`config.mk`:
```
export PLATFORM = sky130hd
export DESIGN_NAME = ttrf_top
export DESIGN_NICKNAME = d
export VERILOG_FILES = /design/src/ttrf_pkg.sv /design/src/ttrf_cnt_if.sv /design/src/ttrf_counter.sv /design/src/ttrf_top.sv
export SDC_FILE = /design/constraint.sdc
export NUM_CORES = 1
export LEC_CHECK = 0
export BUFFER_PORTS_ARGS = -buffer_cell sky130_fd_sc_hd__clkbuf_2
export CAP_MARGIN = 5
export CORE_ASPECT_RATIO = 1.2
export CORE_UTILIZATION = 55
export CTS_BUF_LIST = sky130_fd_sc_hd__clkbuf_4
export DETAILED_ROUTE_END_ITERATION = 10
export MAX_ROUTING_LAYER = met4
export PLACE_DENSITY_LB_ADDON = 0.1
export REMOVE_ABC_BUFFERS = 1
export SETUP_SLACK_MARGIN = 0.05
export SLEW_MARGIN = 20
export SYNTH_ARGS = -nofsm -noshare
export SYNTH_HDL_FRONTEND = slang
export SYNTH_SLANG_ARGS = --single-unit
```
`constraint.sdc`:
```
create_clock -name SYS_CLK_I -period 2.5 [get_ports SYS_CLK_I]
set_input_delay 0.625 -clock SYS_CLK_I [delete_from_list [all_inputs] [get_ports SYS_CLK_I]]
set_output_delay 0.625 -clock SYS_CLK_I [all_outputs]
set_load 0.01 [all_outputs]
```
`src/ttrf_pkg.sv`:
```
// Constants and types shared by the timestamp record formatter files
`default_nettype none

package ttrf_pkg;

  // ***********************************************************
  // Record layout
  // ***********************************************************
  localparam int unsigned TTRF_WORD_W = 64;
  localparam int unsigned TTRF_REC_W = 128;
  localparam int unsigned TTRF_SMP_W = 64;
  localparam int unsigned TTRF_TS40_W = 40;
  localparam int unsigned TTRF_SEC_W = 24;
  localparam int unsigned TTRF_EXTRA_W = 40;
  localparam int unsigned TTRF_PAD_W = TTRF_WORD_W - TTRF_EXTRA_W;

  // ***********************************************************
  // Extra data word fields (bit positions inside the 40-bit word)
  // ***********************************************************
  localparam int unsigned TTRF_OPT_LSB = 32;
  localparam int unsigned TTRF_OPT_W = 8;
  localparam int unsigned TTRF_BASE_LSB = 13;
  localparam int unsigned TTRF_BASE_W = 3;
  localparam int unsigned TTRF_SRC_CH0_BIT = 0;
  localparam int unsigned TTRF_SRC_CH_W = 4;
  localparam int unsigned TTRF_SRC_EXTERNAL_TRIGGER_INPUT0_BIT = 8;
  localparam int unsigned TTRF_SRC_EXTERNAL_TRIGGER_INPUT1_BIT = 9;
  localparam int unsigned TTRF_SRC_FORCE_BIT = 10;
  localparam int unsigned TTRF_SRC_BKP0_BIT = 16;
  localparam int unsigned TTRF_SRC_BKP_W = 8;
  localparam int unsigned TTRF_SRC_STAR_BIT = 24;
  localparam int unsigned TTRF_SRC_DSTAR_BIT = 25;

  // ***********************************************************
  // Bookkeeping widths and reset values
  // ***********************************************************
  localparam int unsigned TTRF_RECORDS_W = 16;
  localparam logic [TTRF_WORD_W-1:0] TTRF_RST_WORD = 64'h0000_0000_0000_0000;
  localparam logic [TTRF_RECORDS_W-1:0] TTRF_RST_RECORDS = 16'h0000;
  localparam logic [TTRF_RECORDS_W-1:0] TTRF_RECORD_STEP = 16'h0001;

  // ***********************************************************
  // Word sequencer states
  // ***********************************************************
  typedef enum logic [1:0] {
    TTRF_IDLE,
    TTRF_LOW,
    TTRF_HIGH
  } ttrf_phase_t;

  // Whole state of the top module
  typedef struct packed {
    ttrf_phase_t phase;
    logic [TTRF_WORD_W-1:0] upper_word;
    logic [TTRF_WORD_W-1:0] data;
    logic valid;
    logic running;
    logic stopped;
    logic lost;
    logic refclk_prev;
    logic [TTRF_RECORDS_W-1:0] records;
  } ttrf_top_state_t;

endpackage

`default_nettype wire

```
`src/ttrf_cnt_if.sv`:
```
// Carrier between the top module and one of its free-running counters
`timescale 1ns/100ps
`default_nettype none

interface ttrf_cnt_if #(
  parameter int unsigned W = 64
);
  logic inc;
  logic clr;
  logic [W-1:0] count;

  // Top module side: steers the counter and reads it
  modport owner (
    output inc,
    output clr,
    input count
  );

  // Counter side
  modport counter (
    input inc,
    input clr,
    output count
  );
endinterface

`default_nettype wire

```
`src/ttrf_counter.sv`:
```
// Clearable up-counter used for the sample clock and reference edge counts
`timescale 1ns/100ps
`default_nettype none

module ttrf_counter
  import ttrf_pkg::*;
#(
  parameter int unsigned WIDTH = 64
) (
  input wire logic clk_i,
  input wire logic reset_n_i,
  ttrf_cnt_if.counter cnt
);

  typedef struct packed {
    logic [WIDTH-1:0] count;
  } ttrf_cnt_state_t;

  ttrf_cnt_state_t st_reg;
  ttrf_cnt_state_t st_next;

  // Clear beats increment so a reset command always lands on zero
  always_comb begin
    st_next = st_reg;
    if (cnt.clr) begin
      st_next.count = '0;
    end else if (cnt.inc) begin
      st_next.count = st_reg.count + {{(WIDTH-1){1'b0}}, 1'b1};
    end
  end

  // State register; wraps silently at full scale
  always_ff @(posedge clk_i or negedge reset_n_i) begin
    if (!reset_n_i) begin
      st_reg <= '0;
    end else begin
      st_reg <= st_next;
    end
  end

  assign cnt.count = st_reg.count;

endmodule

`default_nettype wire

```
`src/ttrf_top.sv`:
```
// Timestamp record formatter: stamps triggers and pushes 128-bit records
//
// Summary of operation
// - 128-bit record sent as two words, low first
// - Low word counts sample clocks since reset
// - Counter captured when trigger is recognised internally
// - Standard format drives upper half to zero
// - Reference mode: 24-bit seconds over 40-bit stamp
// - Extended flag fills extra word, rest zero
// - No extended flag gives all-zero extra word
// - Digital capture samples input groups at trigger
// - No extra I/O option: bits 39..32 zero
// - Only the active input group is sampled
// - Source capture places backplane and local masks
// - Channel 0..3 sources set bits 1h..8h
// - External inputs 0 and 1 set 100h, 200h
// - Software force trigger sets bit 400h
// - Backplane variant sets lines, star, diff star
// - Format flags independent, fields coexist
// - FIFO overrun stops the transfer at once
`timescale 1ns/100ps
`default_nettype none

module ttrf_top
  import ttrf_pkg::*;
(
  input wire logic SYS_CLK_I,
  input wire logic RESET_N_I,
  input wire logic TRIGGER_I,
  input wire logic COUNTER_RESET_I,
  input wire logic REFCLK_EDGE_I,
  input wire logic REFCLK_MODE_I,
  input wire logic DIGITAL_INPUT_CAPTURE_FLAG_I,
  input wire logic TRIGGER_SOURCE_CAPTURE_FLAG_I,
  input wire logic EXTRA_DIGITAL_IO_OPTION_I,
  input wire logic OPTIONAL_GROUP_ACTIVE_I,
  input wire logic [2:0] BASE_INPUT_GROUP_I,
  input wire logic [7:0] OPTIONAL_INPUT_GROUP_I,
  input wire logic [3:0] SOURCE_BIT_CHANNEL_I,
  input wire logic SOURCE_BIT_EXTERNAL0_I,
  input wire logic SOURCE_BIT_EXTERNAL1_I,
  input wire logic SOURCE_BIT_FORCED_I,
  input wire logic BACKPLANE_VARIANT_I,
  input wire logic [7:0] SOURCE_BIT_BACKPLANE_I,
  input wire logic SOURCE_BIT_STAR_LINE_I,
  input wire logic SOURCE_BIT_DIFF_STAR_LINE_I,
  input wire logic START_EXTRA_DMA_COMMAND_I,
  input wire logic FIFO_OVERRUN_I,
  input wire logic FIFO_READY_I,
  output logic [63:0] FIFO_DATA_O,
  output logic FIFO_VALID_O,
  output logic TRANSFER_ACTIVE_O,
  output logic TRANSFER_STOPPED_O,
  output logic TRIGGER_LOST_O,
  output logic [15:0] RECORDS_WRITTEN_O
);

  // ***********************************************************
  // Counters
  // ***********************************************************

  ttrf_cnt_if #(.W(TTRF_SMP_W)) smp_if ();
  ttrf_cnt_if #(.W(TTRF_SEC_W)) sec_if ();

  ttrf_top_state_t st_reg;
  ttrf_top_state_t st_next;

  // The block runs on the sampling clock, so every edge is one sample
  assign smp_if.inc = 1'b1;
  assign smp_if.clr = COUNTER_RESET_I;

  // Seconds counter advances on each rising reference edge
  assign sec_if.inc = REFCLK_EDGE_I & ~st_reg.refclk_prev;
  assign sec_if.clr = COUNTER_RESET_I;

  ttrf_counter #(
    .WIDTH(TTRF_SMP_W)
  ) u_smp_counter (
    .clk_i(SYS_CLK_I),
    .reset_n_i(RESET_N_I),
    .cnt(smp_if.counter)
  );

  ttrf_counter #(
    .WIDTH(TTRF_SEC_W)
  ) u_sec_counter (
    .clk_i(SYS_CLK_I),
    .reset_n_i(RESET_N_I),
    .cnt(sec_if.counter)
  );

  // ***********************************************************
  // Record assembly
  // ***********************************************************

  logic [TTRF_WORD_W-1:0] lower_word;
  logic [TTRF_WORD_W-1:0] upper_word;
  logic [TTRF_EXTRA_W-1:0] extra_word;
  logic [TTRF_SMP_W-1:0] smp_stamp;
  logic [TTRF_SEC_W-1:0] sec_stamp;

  // Counter values seen in the trigger cycle; a reset in that same
  // cycle already counts, so the stamp reads zero
  always_comb begin
    if (COUNTER_RESET_I) begin
      smp_stamp = '0;
      sec_stamp = '0;
    end else begin
      smp_stamp = smp_if.count;
      sec_stamp = sec_if.count;
    end
  end

  // Lower word: plain sample count, or seconds above a 40-bit stamp.
  // The 40-bit stamp wraps every few hours at high rates; software
  // extends it with the seconds field.
  always_comb begin
    if (REFCLK_MODE_I) begin
      lower_word = {sec_stamp, smp_stamp[TTRF_TS40_W-1:0]};
    end else begin
      lower_word = smp_stamp;
    end
  end

  // Extra word: each flag adds its own fields to a zero word, so the
  // two flags combine without interfering
  always_comb begin
    extra_word = '0;
    if (DIGITAL_INPUT_CAPTURE_FLAG_I) begin
      if (OPTIONAL_GROUP_ACTIVE_I) begin
        if (EXTRA_DIGITAL_IO_OPTION_I) begin
          extra_word[TTRF_OPT_LSB +: TTRF_OPT_W] = OPTIONAL_INPUT_GROUP_I;
        end
      end else begin
        extra_word[TTRF_BASE_LSB +: TTRF_BASE_W] = BASE_INPUT_GROUP_I;
      end
    end
    if (TRIGGER_SOURCE_CAPTURE_FLAG_I) begin
      extra_word[TTRF_SRC_CH0_BIT +: TTRF_SRC_CH_W] = SOURCE_BIT_CHANNEL_I;
      extra_word[TTRF_SRC_EXTERNAL_TRIGGER_INPUT0_BIT] = SOURCE_BIT_EXTERNAL0_I;
      extra_word[TTRF_SRC_EXTERNAL_TRIGGER_INPUT1_BIT] = SOURCE_BIT_EXTERNAL1_I;
      extra_word[TTRF_SRC_FORCE_BIT] = SOURCE_BIT_FORCED_I;
      // Backplane lines do not exist on other variants, keep them zero
      if (BACKPLANE_VARIANT_I) begin
        extra_word[TTRF_SRC_BKP0_BIT +: TTRF_SRC_BKP_W] = SOURCE_BIT_BACKPLANE_I;
        extra_word[TTRF_SRC_STAR_BIT] = SOURCE_BIT_STAR_LINE_I;
        extra_word[TTRF_SRC_DSTAR_BIT] = SOURCE_BIT_DIFF_STAR_LINE_I;
      end
    end
  end

  // Upper word: extra word in the low 40 bits, zero above; with no
  // flag set this is the all-zero standard format
  assign upper_word = {{TTRF_PAD_W{1'b0}}, extra_word};

  // ***********************************************************
  // Word sequencer and transfer control
  // ***********************************************************

  logic take_trigger;
  logic word_taken;

  // A trigger is stamped only while the transfer runs
  assign take_trigger = TRIGGER_I & st_reg.running & ~FIFO_OVERRUN_I;
  assign word_taken = st_reg.valid & FIFO_READY_I;

  // Next state. Low word goes first, upper word is held until the low
  // one is taken, so a record is never split by a later trigger.
  always_comb begin
    st_next = st_reg;
    st_next.refclk_prev = REFCLK_EDGE_I;

    // Start command arms the transfer and clears the loss flag
    if (START_EXTRA_DMA_COMMAND_I) begin
      st_next.running = 1'b1;
      st_next.stopped = 1'b0;
      st_next.lost = 1'b0;
    end

    unique case (st_reg.phase)
      TTRF_IDLE: begin
        if (take_trigger) begin
          st_next.data = lower_word;
          st_next.upper_word = upper_word;
          st_next.valid = 1'b1;
          st_next.phase = TTRF_LOW;
        end
      end
      TTRF_LOW: begin
        if (word_taken) begin
          st_next.data = st_reg.upper_word;
          st_next.phase = TTRF_HIGH;
        end
        if (take_trigger) begin
          st_next.lost = 1'b1;
        end
      end
      TTRF_HIGH: begin
        if (word_taken) begin
          st_next.records = st_reg.records + TTRF_RECORD_STEP;
          // Back to back: the next record may start as this one ends
          if (take_trigger) begin
            st_next.data = lower_word;
            st_next.upper_word = upper_word;
            st_next.phase = TTRF_LOW;
          end else begin
            st_next.valid = 1'b0;
            st_next.phase = TTRF_IDLE;
          end
        end else if (take_trigger) begin
          st_next.lost = 1'b1;
        end
      end
    endcase

    // Overrun wins over running, stopped, valid and phase, including a start in the same cycle.
    // Data already in the FIFO is suspect, so the pending record is
    // dropped rather than completed.
    if (FIFO_OVERRUN_I) begin
      st_next.running = 1'b0;
      st_next.stopped = 1'b1;
      st_next.valid = 1'b0;
      st_next.phase = TTRF_IDLE;
    end

    // A trigger lost in the cycle of a start is still reported
    if (TRIGGER_I & st_reg.running & (st_reg.phase != TTRF_IDLE) &
        ~(st_reg.phase == TTRF_HIGH & FIFO_READY_I)) begin
      st_next.lost = 1'b1;
    end
  end

  // ***********************************************************
  // State register
  // ***********************************************************

  // Reset returns to idle with the transfer not running and the stopped flag clear
  always_ff @(posedge SYS_CLK_I or negedge RESET_N_I) begin
    if (!RESET_N_I) begin
      st_reg.phase <= TTRF_IDLE;
      st_reg.upper_word <= TTRF_RST_WORD;
      st_reg.data <= TTRF_RST_WORD;
      st_reg.valid <= 1'b0;
      st_reg.running <= 1'b0;
      st_reg.stopped <= 1'b0;
      st_reg.lost <= 1'b0;
      st_reg.refclk_prev <= 1'b0;
      st_reg.records <= TTRF_RST_RECORDS;
    end else begin
      st_reg <= st_next;
    end
  end

  // ***********************************************************
  // Outputs
  // ***********************************************************

  // All straight from the state register
  assign FIFO_DATA_O = st_reg.data;
  assign FIFO_VALID_O = st_reg.valid;
  assign TRANSFER_ACTIVE_O = st_reg.running;
  assign TRANSFER_STOPPED_O = st_reg.stopped;
  assign TRIGGER_LOST_O = st_reg.lost;
  assign RECORDS_WRITTEN_O = st_reg.records;

endmodule

`default_nettype wire

```
## Word-level counts from Yosys, hierarchy flattened

Cells that the tools add are included.

- $add $sub $neg: 3
- Equality and inequality tests: 10
- Multiplexer cells: 33
- Bitwise operators: 10
- Reduce and logical (&&, ||, !) cells: 11

Operator list:

| operator | count |
|---|---|
| 2-to-1 mux 131 bit | 2 |
| 2-to-1 mux 64 bit | 4 |
| case mux 64 bit (3 select lines) | 1 |
| 2-to-1 mux 128 bit | 1 |
| case mux 64 bit (2 select lines) | 1 |
| 2-to-1 mux 24 bit | 3 |
| adder 64 x 1 -> 64 bit (second input constant) | 1 |
| adder 24 x 1 -> 24 bit (second input constant) | 1 |
| 2-to-1 mux 8 bit | 3 |
| 2-to-1 mux 10 bit | 2 |
| adder 16 x 1 -> 16 bit (second input constant) | 1 |
| 2-to-1 mux 3 bit | 5 |
| != test 3 bit (second input constant) | 4 |
| AND reduction 4 bit | 3 |
| != test 2 bit (second input constant) | 4 |
| nonzero test 2 bit | 4 |
| AND 1 bit | 7 |
| case mux 2 bit (3 select lines) | 1 |
| 2-to-1 mux 1 bit | 5 |
| 2-to-1 mux 2 bit | 2 |
| 2-to-1 mux 4 bit | 1 |
| case mux 1 bit (2 select lines) | 2 |
| inverter 1 bit | 3 |
| AND reduction 3 bit | 1 |
| other kinds (5) | 5 |

- Register bits after elaboration: 239
- Bits of input ports: 42
- Output and inout port bits: 84
- Word-level logic and storage cells: 78

## Longest topological paths before layout

Gate-level depths: netlist (run 1).

- Word-level depth: 7
- Depth in mapped cells: 10
- Gate-level depth less buffers: 7

## Cells and area by module

From an unflattened synthesis (run 1), not the netlist that was laid out.

- Cell total of the unflattened synthesis: 1071
- Area, all modules: 10861.7 sq um

Modules (own cells, without submodules):

| module | instances | cells each | area an instance (sq um) | seq. area each (sq um) |
|---|---|---|---|---|
| ttrf_top | 1 | 563 | 6162.2 | 2877.8 |
| ttrf_counter at u_smp_counter | 1 | 379 | 3460.8 | 1601.5 |
| ttrf_counter at u_sec_counter | 1 | 129 | 1238.7 | 600.6 |

## Worst setup path after synthesis (run 1)

No wires, ideal clock.

- Kind: input port to flip-flop
- Start: input FIFO_OVERRUN_I
- End: register st_reg, in the netlist FIFO_DATA_O[19]
- Setup time: 126 ps
- Data arrival time: 1990 ps
- Required time: 2374 ps
- Path slack: 384 ps
- Cell stages on the path: 7
- Path buffers: 3
- Path through: clkbuf_1 or2_2 a221o_1 clkbuf_1 clkbuf_1 a221oi_1 nor2_1

- Cells in the longest elaborated chain, start to end: 4
- Elaborated cells between the ends (all ways): 5
- Those cells by class: 2 x eq/ne; 2 x bitwise; 1 x reduce/logical

RTL lines:

| element | line | source |
|---|---|---|
| from (decl) | ttrf_top.sv:48 | `input wire logic FIFO_OVERRUN_I,` |
| inverter 1 bit * | ttrf_top.sv:164 | `assign take_trigger = TRIGGER_I & st_reg.running & ~FIFO_OVERRUN_I;` |
| AND 1 bit * | ttrf_top.sv:164 |  |
| != test 2 bit (no line) | n/a |  |
| AND reduction 4 bit (no line) * | n/a |  |
| to (signal assigned) | ttrf_top.sv:250 | `st_reg <= st_next;` |
| to (decl) | ttrf_top.sv:65 | `ttrf_top_state_t st_reg;` |

Every way passes the cells marked *; elsewhere a longest branch is shown, timed or not.
A chain may end at the register's enable or synchronous reset.

==> results of run 1 <==
## cells by family (layout without fill, tap and decap cells)
logic type / count (synthesis) / in the layout / synth area share
buf+inv: 155 / 253 / 0.08856
flops: 203 / 203 / 0.5036
mux: 26 / 26 / 0.02592
simple gates: 451 / 451 / 0.2150
xor+xnor: 73 / 73 / 0.06338
compound gates: 154 / 154 / 0.09613
fa+ha+maj: 6 / 6 / 0.007442
other cells: 0 / 1 / 0
## area by class of cell
cell class                 instances  area (µm²)
fill                            1570        6604
sequential                       203        5080
multi-input combinational        710        4135
timing repair buffer             152       914.6
clock buffer                      84       630.6
tap                              220       275.3
inverter                          12       45.04
clock inverter                     5       18.77
antenna                            1       2.502
## worst reg2reg max path, delay by kind of cell (launching register included)
kind / cells / cell delay, ns
and+or+nand+nor: 4 / 1.23
buffers and inverters: 1 / 0.28
AOI/OAI and AO/OA: 1 / 0.14
DFF: 1 / 0.45
## synthesized netlist by cell type (8+ instances only)
library cell	n
mux2i_1	25
a21oi_1	34
o31ai_1	28
nand3_1	52
dfrtp_1	203
inv_1	12
xnor2_1	21
o21ai_0	56
clkbuf_1	49
buf_4	80
or3_1	24
nand2_1	139
a221oi_1	28
nor4_1	8
and3_1	17
nor2_1	135
xor2_1	52
nand4_1	40
buf_2	9
## through the flow
stage                     std cells  setup TNS, ns  hold slack (ns)
after floorplan                 925         -60.01           0.3294
after global routing           1387              0          0.06783
after global placement         1296              0           0.4506
after detailed placement       1296              0           0.4561
final                          1387              0           0.1126
after CTS                      1386              0          0.06825
## final timing paths
check                                         endpoint  depth (start not counted)
max reg2reg                u_smp_counter.cnt.count[51]                          6
min reg2reg                             FIFO_DATA_O[7]                          2
min in group asynchronous        RECORDS_WRITTEN_O[11]                          2
max                        u_smp_counter.cnt.count[51]                          6
max in group asynchronous                   st_reg[94]                          3
min                                         st_reg[16]                          1
## cell usage in the layout, fill, tap and decap left out, types with 2 or more instances in the layout
master    Yosys  final
and3_1       17     17
clkbuf_4      0     84
buf_4        80     20
nand4_2       2      2
xnor2_1      21     21
nor2b_1       3      3
inv_2         0      2
nor4_1        8      8
clkinv_1      0      3
buf_12        0      6
inv_1        12     12
or3_1        24     24
clkbuf_2      0    124
o21ai_0      56     56
nand3_1      52     52
a221oi_1     28     27
mux2i_1      25     25
a21oi_1      34     34
a21o_1        3      3
o31ai_1      28     28
and2_1        3      3
nand4_1      40     40
dfrtp_1     203    203
nor2_1      135    134
nor3_1        6      6
ha_1          6      6
xor2_1       52     52
nor4_4        2      2
nand2_1     139    139
nor3_4        2      2
or4_1         3      3
or2_2         4      4
and4_1        7      7
## routing by layer
metal,vias to the layer above,GRT usage
met4,0,0.07866
li1,3781,-
met2,149,0.4281
met5,-,-
met3,39,0.04869
met1,3638,0.3088
## report_power, final
part           internal (µW)  total, µW  switching, µW
Clock                   1500       2780           1280
Sequential              3560       3730            166
Combinational            409       1100            688
==> flow_summary.yaml, run 1 <==
run_status:
  status: "finished, violations left"
  violations: "DRC"
sta:
  setup_ws_ns: 0.3334
  final-max-slew-violation-count: 0
  number_of_endpoints_with_negative_hold_slack_in_the_final_report: 0
  slew_headroom: 0.5826
  final.min_clock_period_ns: 2.167
  clock_skew_ns: 0.04280
  setup_viol_count_final: 0
  worst_slew_pin_slew_ns: 0.6260
  final.period_utilization: 0.8666
  max_freq_ghz: 0.4616
  unrepaired_setup_endpoints_after_global_routing: "no"
global_route:
  grt-ovfl-total: 0
  grt_max_degree: 91
  vias_in_the_first_global_route: 7501
  number_of_antenna_violations_at_the_first_check_in_global_routing: 1
  grt_first_pass_wirelength_um: 37320
  groute.usage.overall: 0.2535
clocking:
  cts_buffer_depth: 3
  clock_sink_count: 203
  cts_htree_levels: 2
  cts-buffers-inserted: 53
  cts_tree: "built"
  postCtsSetupBuffers: 0
  clk_pin_slew_ns: 0.06
  clock_root_buffer: "clkbuf_4"
  clock_latency_ns: 0.66
  cts.repair.resized: 0
  ctsHoldBuffers: 1
route:
  drtPass1Iterations: 8
  vias_after_detailed_routing: 7607
  detail_route.wl_per_cell_um: 16.01
  sum_of_routed_wire_length_over_all_layers_um: 22210
  viasPerCell: 5.484
  detailroute.wirelength.met2_um: 11100
  highest_layer: "met4"
  drt-initial-drc-count: 350
  post_route_drc_violation_count: 5
  route.layer.met1.wl_um: 9682
  final_antenna_net_count: 0
  route.met3.wl_um: 1033
worst_setup_path:
  worstReg2RegStart: "u_smp_counter.cnt.count[8]"
  worstPathBufferInverterCount: 1
  critical_path.max_stage_delay_ns: 0.45
  crit_path_end_kind: "flip-flop"
  reg2reg_setup_slack_ns: 0.33
  crit_path_max_fanout: 16
  crit_type: "reg -> reg"
  critical_path_required_ns: 3.05
  start_kind: "flip-flop"
  critical-path-slowest-cell: "dfrtp_1"
  critical_path.startpoint: "u_smp_counter.cnt.count[8]"
  worst_ep_arrival_time_ns: 2.72
  path_delay_family: "simple AND/OR/NAND/NOR gates"
  path_cells: "nand3_1, nor4_4, buf_4, nand4_2, or3_1, a21oi_1"
placement:
  final_weighted_congestion_of_routability_driven_global_placement: 0.8550
  detailedPlacementHpwl_um: 14660
  cell_area_reported_after_detailed_placement_mm2: 0.01044
  post-place-ws_ns: 0.2177
  port_buffers: 125
power_and_ir_drop:
  p_per_area_mw_per_mm2: 684.9
  power_uw: 7604
  p_leak_uw: 0.005258
  worst_ir_drop_vdd_uv: 609.8
finish:
  final_area_mm2: 0.01110
  layout_cell_share_with_drive_strength_beyond_1: 0.2161
  final_core_util: 0.6270
  areaGrowthSynthToFinish_pct: 10.06
  design.final.nets: 1180
yosys:
  post_synthesis_async_set_or_reset_flop_share: 1.000
  synth.cell_area_mm2: 0.01009
  synth_top_area_cell: "dfrtp_1"
  seq_total_area_yosys: 0.5036
  number_of_enable_flip_flop_cells_after_synthesis: 0
  synth_area_leaders: "dfrtp_1, buf_4, nand2_1"
  ys_types: 41
  synth_top_area_share: 0.5036
  yosysWarningCount: 0
  post_synth_inst_count: 1068
  syn_avg_cell_area_um2: 9.445
  ff_latch_count_synth: 203
  top_ff_cell_synth: "dfrtp_1"
floorplan:
  die_area_mm2: 0.01889
  placeableCoreArea_mm2: 0.01771
  starting_density_of_the_core: 0.5697
  die_h_um: 150.4
  row_count: 53
  die_x_um: 125.6
  boundaryPins: 126
job:
  cap_violations: 0
worst_hold_path:
  worstHoldStart: "REFCLK_EDGE_I"
  hp-class: "in -> reg"
No activity file was read; power rests on OpenSTA's default activity.
==> run 2, diff against run 1 <==
==> constraint.sdc (replaced) <==
create_clock -name SYS_CLK_I -period 2.5 [get_ports SYS_CLK_I]
set_input_delay 0.25 -clock SYS_CLK_I [delete_from_list [all_inputs] [get_ports SYS_CLK_I]]
set_output_delay 0.25 -clock SYS_CLK_I [all_outputs]
set_load 0.01 [all_outputs]
==> flow_summary.yaml, run 2 (same netlist as run 1, synthesis figures left out) <==
placement:
  port_buffers: 125
  detailedPlacementHpwl_um: 14810
  post-place-ws_ns: 0.2727
  final_weighted_congestion_of_routability_driven_global_placement: 0.8329
finish:
  layout_common_cells: "dfrtp_1, nand2_1, nor2_1"
  layout.filler_cells: 1520
  areaGrowthSynthToFinish_pct: 14.45
  mostFrequentLayoutCell: "dfrtp_1"
  layout_cell_share_with_drive_strength_beyond_1: 0.2026
  design.final.nets: 1224
  final_core_util: 0.6520
sta:
  final.min_clock_period_ns: 2.218
  max_freq_ghz: 0.4509
  final-max-slew-violation-count: 0
  setup_viol_count_final: 0
  slew_headroom: 0.4575
  worst_slew_pin_slew_ns: 0.8137
  clock_skew_ns: 0.04754
  unrepaired_setup_endpoints_after_global_routing: "no"
  number_of_endpoints_with_negative_hold_slack_in_the_final_report: 0
  setup_ws_ns: 0.2822
  final.period_utilization: 0.8871
  hold_ws_ns: 0.1103
global_route:
  groute.usage.overall: 0.2595
  number_of_antenna_violations_at_the_first_check_in_global_routing: 1
  grt-ovfl-total: 0
  vias_in_the_first_global_route: 7751
  grt_max_degree: 59
  grt_first_pass_wirelength_um: 38140
clocking:
  cts_tree: "built"
  clock_sink_count: 203
  clk_pin_slew_ns: 0.07
  clock_latency_ns: 0.67
  cts_buffer_depth: 3
  clock_root_buffer: "clkbuf_4"
  postCtsSetupBuffers: 0
  cts-buffers-inserted: 53
  cts_htree_levels: 2
run_status:
  violations: "DRC"
  status: "finished, violations left"
worst_setup_path:
  start_kind: "flip-flop"
  worstPathBufferInverterCount: 0
  path_cells: "nand3_1, nor4_4, nand4_2, or3_1, a21oi_1"
  worst_ep_arrival_time_ns: 2.78
  critical-path-slowest-cell: "nor4_4"
  crit_path_end_kind: "flip-flop"
  critical_path_required_ns: 3.06
  critical_path.max_stage_delay_ns: 0.61
  crit_type: "reg -> reg"
  path_delay_family: "simple AND/OR/NAND/NOR gates"
  crit_path_max_fanout: 10
power_and_ir_drop:
  p_per_area_mw_per_mm2: 666.0
  worst_ir_drop_vdd_uv: 527.2
  p_leak_uw: 0.005419
floorplan:
  placeableCoreArea_mm2: 0.01771
  boundaryPins: 126
  starting_density_of_the_core: 0.5697
  die_x_um: 125.6
  die_area_mm2: 0.01889
  die_h_um: 150.4
  row_count: 53
route:
  final_antenna_net_count: 0
  vias_after_detailed_routing: 7954
  detail_route.wl_per_cell_um: 16.02
  viasPerCell: 5.543
  sum_of_routed_wire_length_over_all_layers_um: 23000
  drtPass1Iterations: 8
  drt-initial-drc-count: 454
  post_route_drc_violation_count: 5
worst_hold_path:
  hp-class: "in -> reg"
job:
  cap_violations: 0
-- run 2: layout make-up --
cell class	instances	area, µm²	area share
multi-input combinational	710	4135	0.3582
clock inverter	13	48.80	0.004227
inverter	12	45.04	0.003902
timing repair buffer	196	1358	0.1176
antenna	1	2.502	0.0002168
tap	220	275.3	0.02384
clock buffer	80	600.6	0.05202
sequential	203	5080	0.4400
-- run 2: through the flow --
step | power [µW] | std cells | area [µm²] | TNS [ns]
floorplan | 4307 | 925 | 9239 | -57.89
global placement | 4869 | 1295 | 10430 | 0
detailed placement | 4894 | 1295 | 10430 | 0
CTS | 7783 | 1434 | 11540 | 0
global route | 8094 | 1435 | 11540 | 0
finish | 7688 | 1435 | 11540 | 0
-- run 2: metal layers --
metal | track usage | part of all wire | wire length, µm
met5 | - | 0 | 0
met4 | 0.09268 | 0.020 | 471
met3 | 0.04584 | 0.042 | 972
met2 | 0.4431 | 0.51 | 11780
met1 | 0.3100 | 0.42 | 9770
-- run 2: path summary, 6_finish.rpt --
kind	slack, ns	from	cells past startpoint	end
worst min register to register	0.47	FIFO_DATA_O[29]	2	FIFO_DATA_O[29]
worst min-delay path	0.11	OPTIONAL_GROUP_ACTIVE_I	4	st_reg[117]
worst max-delay path	0.28	u_smp_counter.cnt.count[6]	5	u_smp_counter.cnt.count[63]
min in group asynchronous	0.16	RESET_N_I	2	u_sec_counter.cnt.count[22]
worst max register to register	0.28	u_smp_counter.cnt.count[6]	5	u_smp_counter.cnt.count[63]
max in group asynchronous	1.56	RESET_N_I	3	RECORDS_WRITTEN_O[0]
-- run 2: what timing repair did --
action,in CTS,in global routing
resized for setup,0,0
setup endpoints to repair,0,0
hold buffers,46,0
hold endpoints to repair,187,0
-- run 2: tightest hold or removal path: stages --
cell,delay (ns)
clkbuf_2,0.09
and3_1,0.24
nand2_1,0.10
o21ai_0,0.06
-- run 2: where the power goes --
| part | leakage, µW | internal (µW) | switching, µW |
|---|---|---|---|
| clock | 0.000391 | 1450 | 1350 |
| sequential | 0.00275 | 3560 | 171 |
| combinational | 0.00228 | 455 | 705 |
==> run 3, diff against run 2 <==
MAX_ROUTING_LAYER = not set   (was met4)
==> flow_summary.yaml, run 3 (same netlist as run 1, synthesis figures left out) <==
worst_setup_path:
  path_delay_family: "simple AND/OR/NAND/NOR gates"
  worst_ep_arrival_time_ns: 2.79
  crit_path_end_kind: "flip-flop"
  start_kind: "flip-flop"
  crit_path_max_fanout: 10
  critical-path-slowest-cell: "nor4_4"
  critical_path.reg2reg.endpoint: "u_smp_counter.cnt.count[63]"
  critical_path.max_stage_delay_ns: 0.62
  reg2reg_setup_slack_ns: 0.27
  critical_path_required_ns: 3.06
  path_cells: "nand3_1, nor4_4, nand4_2, or3_1, a21oi_1"
  worstReg2RegStart: "u_smp_counter.cnt.count[6]"
  worst_r2r_path_depth: 5
  crit_type: "reg -> reg"
  worstPathBufferInverterCount: 0
sta:
  clock_skew_ns: 0.04739
  final.period_utilization: 0.8925
  final-max-slew-violation-count: 0
  slew_headroom: 0.4576
  worst_slew_pin_slew_ns: 0.8136
  setup_viol_count_final: 0
  final.min_clock_period_ns: 2.231
  number_of_endpoints_with_negative_hold_slack_in_the_final_report: 0
  unrepaired_setup_endpoints_after_global_routing: "no"
  setup_ws_ns: 0.2689
  hold_ws_ns: 0.1116
  max_freq_ghz: 0.4482
finish:
  areaGrowthSynthToFinish_pct: 14.45
  layout_common_cells: "dfrtp_1, nand2_1, nor2_1"
  layout_cell_share_with_drive_strength_beyond_1: 0.2026
  design.final.nets: 1224
  mostFrequentLayoutCell: "dfrtp_1"
global_route:
  grt_max_degree: 59
  groute.usage.overall: 0.2517
  grt-ovfl-total: 0
  vias_in_the_first_global_route: 7760
  number_of_antenna_violations_at_the_first_check_in_global_routing: 1
  grt_first_pass_wirelength_um: 38140
route:
  vias_after_detailed_routing: 7949
  drt-initial-drc-count: 430
  viasPerCell: 5.539
  detail_route.wl_per_cell_um: 16.03
  drtPass1Iterations: 11
  final_antenna_net_count: 0
  sum_of_routed_wire_length_over_all_layers_um: 23000
  post_route_drc_violation_count: 4
job:
  cap_violations: 0
clocking:
  cts.repair.resized: 0
  clk_pin_slew_ns: 0.07
  cts_tree: "built"
  cts_htree_levels: 2
  clock_sink_count: 203
  clock_root_buffer: "clkbuf_4"
  ctsHoldBuffers: 46
  clock_latency_ns: 0.67
  postCtsSetupBuffers: 0
  cts_buffer_depth: 3
  cts-buffers-inserted: 53
power_and_ir_drop:
  worst_ir_drop_vdd_uv: 527.2
  p_leak_uw: 0.005419
  p_per_area_mw_per_mm2: 666.1
floorplan:
  die_x_um: 125.6
  die_h_um: 150.4
  starting_density_of_the_core: 0.5697
  boundaryPins: 126
  die_area_mm2: 0.01889
  row_count: 53
  placeableCoreArea_mm2: 0.01771
placement:
  post-place-ws_ns: 0.2727
  port_buffers: 125
  detailedPlacementHpwl_um: 14810
  final_weighted_congestion_of_routability_driven_global_placement: 0.8205
worst_hold_path:
  worstHoldStart: "OPTIONAL_GROUP_ACTIVE_I"
  worst_hold_path.num_cells: 4
  hp-class: "in -> reg"
  min_to: "st_reg[117]"
run_status:
  violations: "DRC"
  status: "finished, violations left"
## run 3: worst max-delay path by stage
stage	endpoint	from	cells past startpoint
after floorplan	FIFO_DATA_O[11]	st_reg[150]	5
after global placement	RECORDS_WRITTEN_O[15]	st_reg[149]	8
after detailed placement	u_smp_counter.cnt.count[51]	u_smp_counter.cnt.count[6]	5
after CTS	u_smp_counter.cnt.count[51]	u_smp_counter.cnt.count[6]	5
after global routing	u_smp_counter.cnt.count[51]	u_smp_counter.cnt.count[6]	5
final	u_smp_counter.cnt.count[63]	u_smp_counter.cnt.count[6]	5
## run 3: worst min-delay path: stages
cell and delay, ns:
clkbuf_2 0.09, and3_1 0.24, nand2_1 0.10, o21ai_0 0.06
## run 3: layout make-up
type	instances	area (µm²)
Antenna cell	1	2.502
Clock buffer	80	600.6
Multi-Input combinational cell	710	4135
Inverter	12	45.04
Fill cell	1520	6161
Timing Repair Buffer	196	1358
Clock inverter	13	48.80
Tap cell	220	275.3
Sequential cell	203	5080
## run 3: through the flow
stage          instances  total power [µW]  TNS [ns]    util  area, µm²
5_1_grt             1435              8093         0  0.6520      11540
4_1_cts             1434              7783         0  0.6519      11540
3_5_place_dp        1295              4894         0  0.5892      10430
3_3_place_gp        1295              4869         0  0.5892      10430
2_1_floorplan        925              4307    -57.89       -       9239
6_report            1435              7690         0  0.6520      11540
## run 3: power breakdown
| part | internal, µW | switching, µW | leakage [µW] | total, µW |
|---|---|---|---|---|
| Clock | 1450 | 1350 | 0.000391 | 2800 |
| Sequential | 3560 | 169 | 0.00275 | 3730 |
| Combinational | 455 | 705 | 0.00228 | 1160 |
## run 3: metal layers
metal | vias up | share of wire | track usage
li1 | 3866 | - | -
met1 | 3838 | 0.43 | 0.3086
met2 | 198 | 0.51 | 0.4436
met3 | 47 | 0.043 | 0.04655
met4 | 0 | 0.023 | 0.09268
met5 | - | 0 | 0
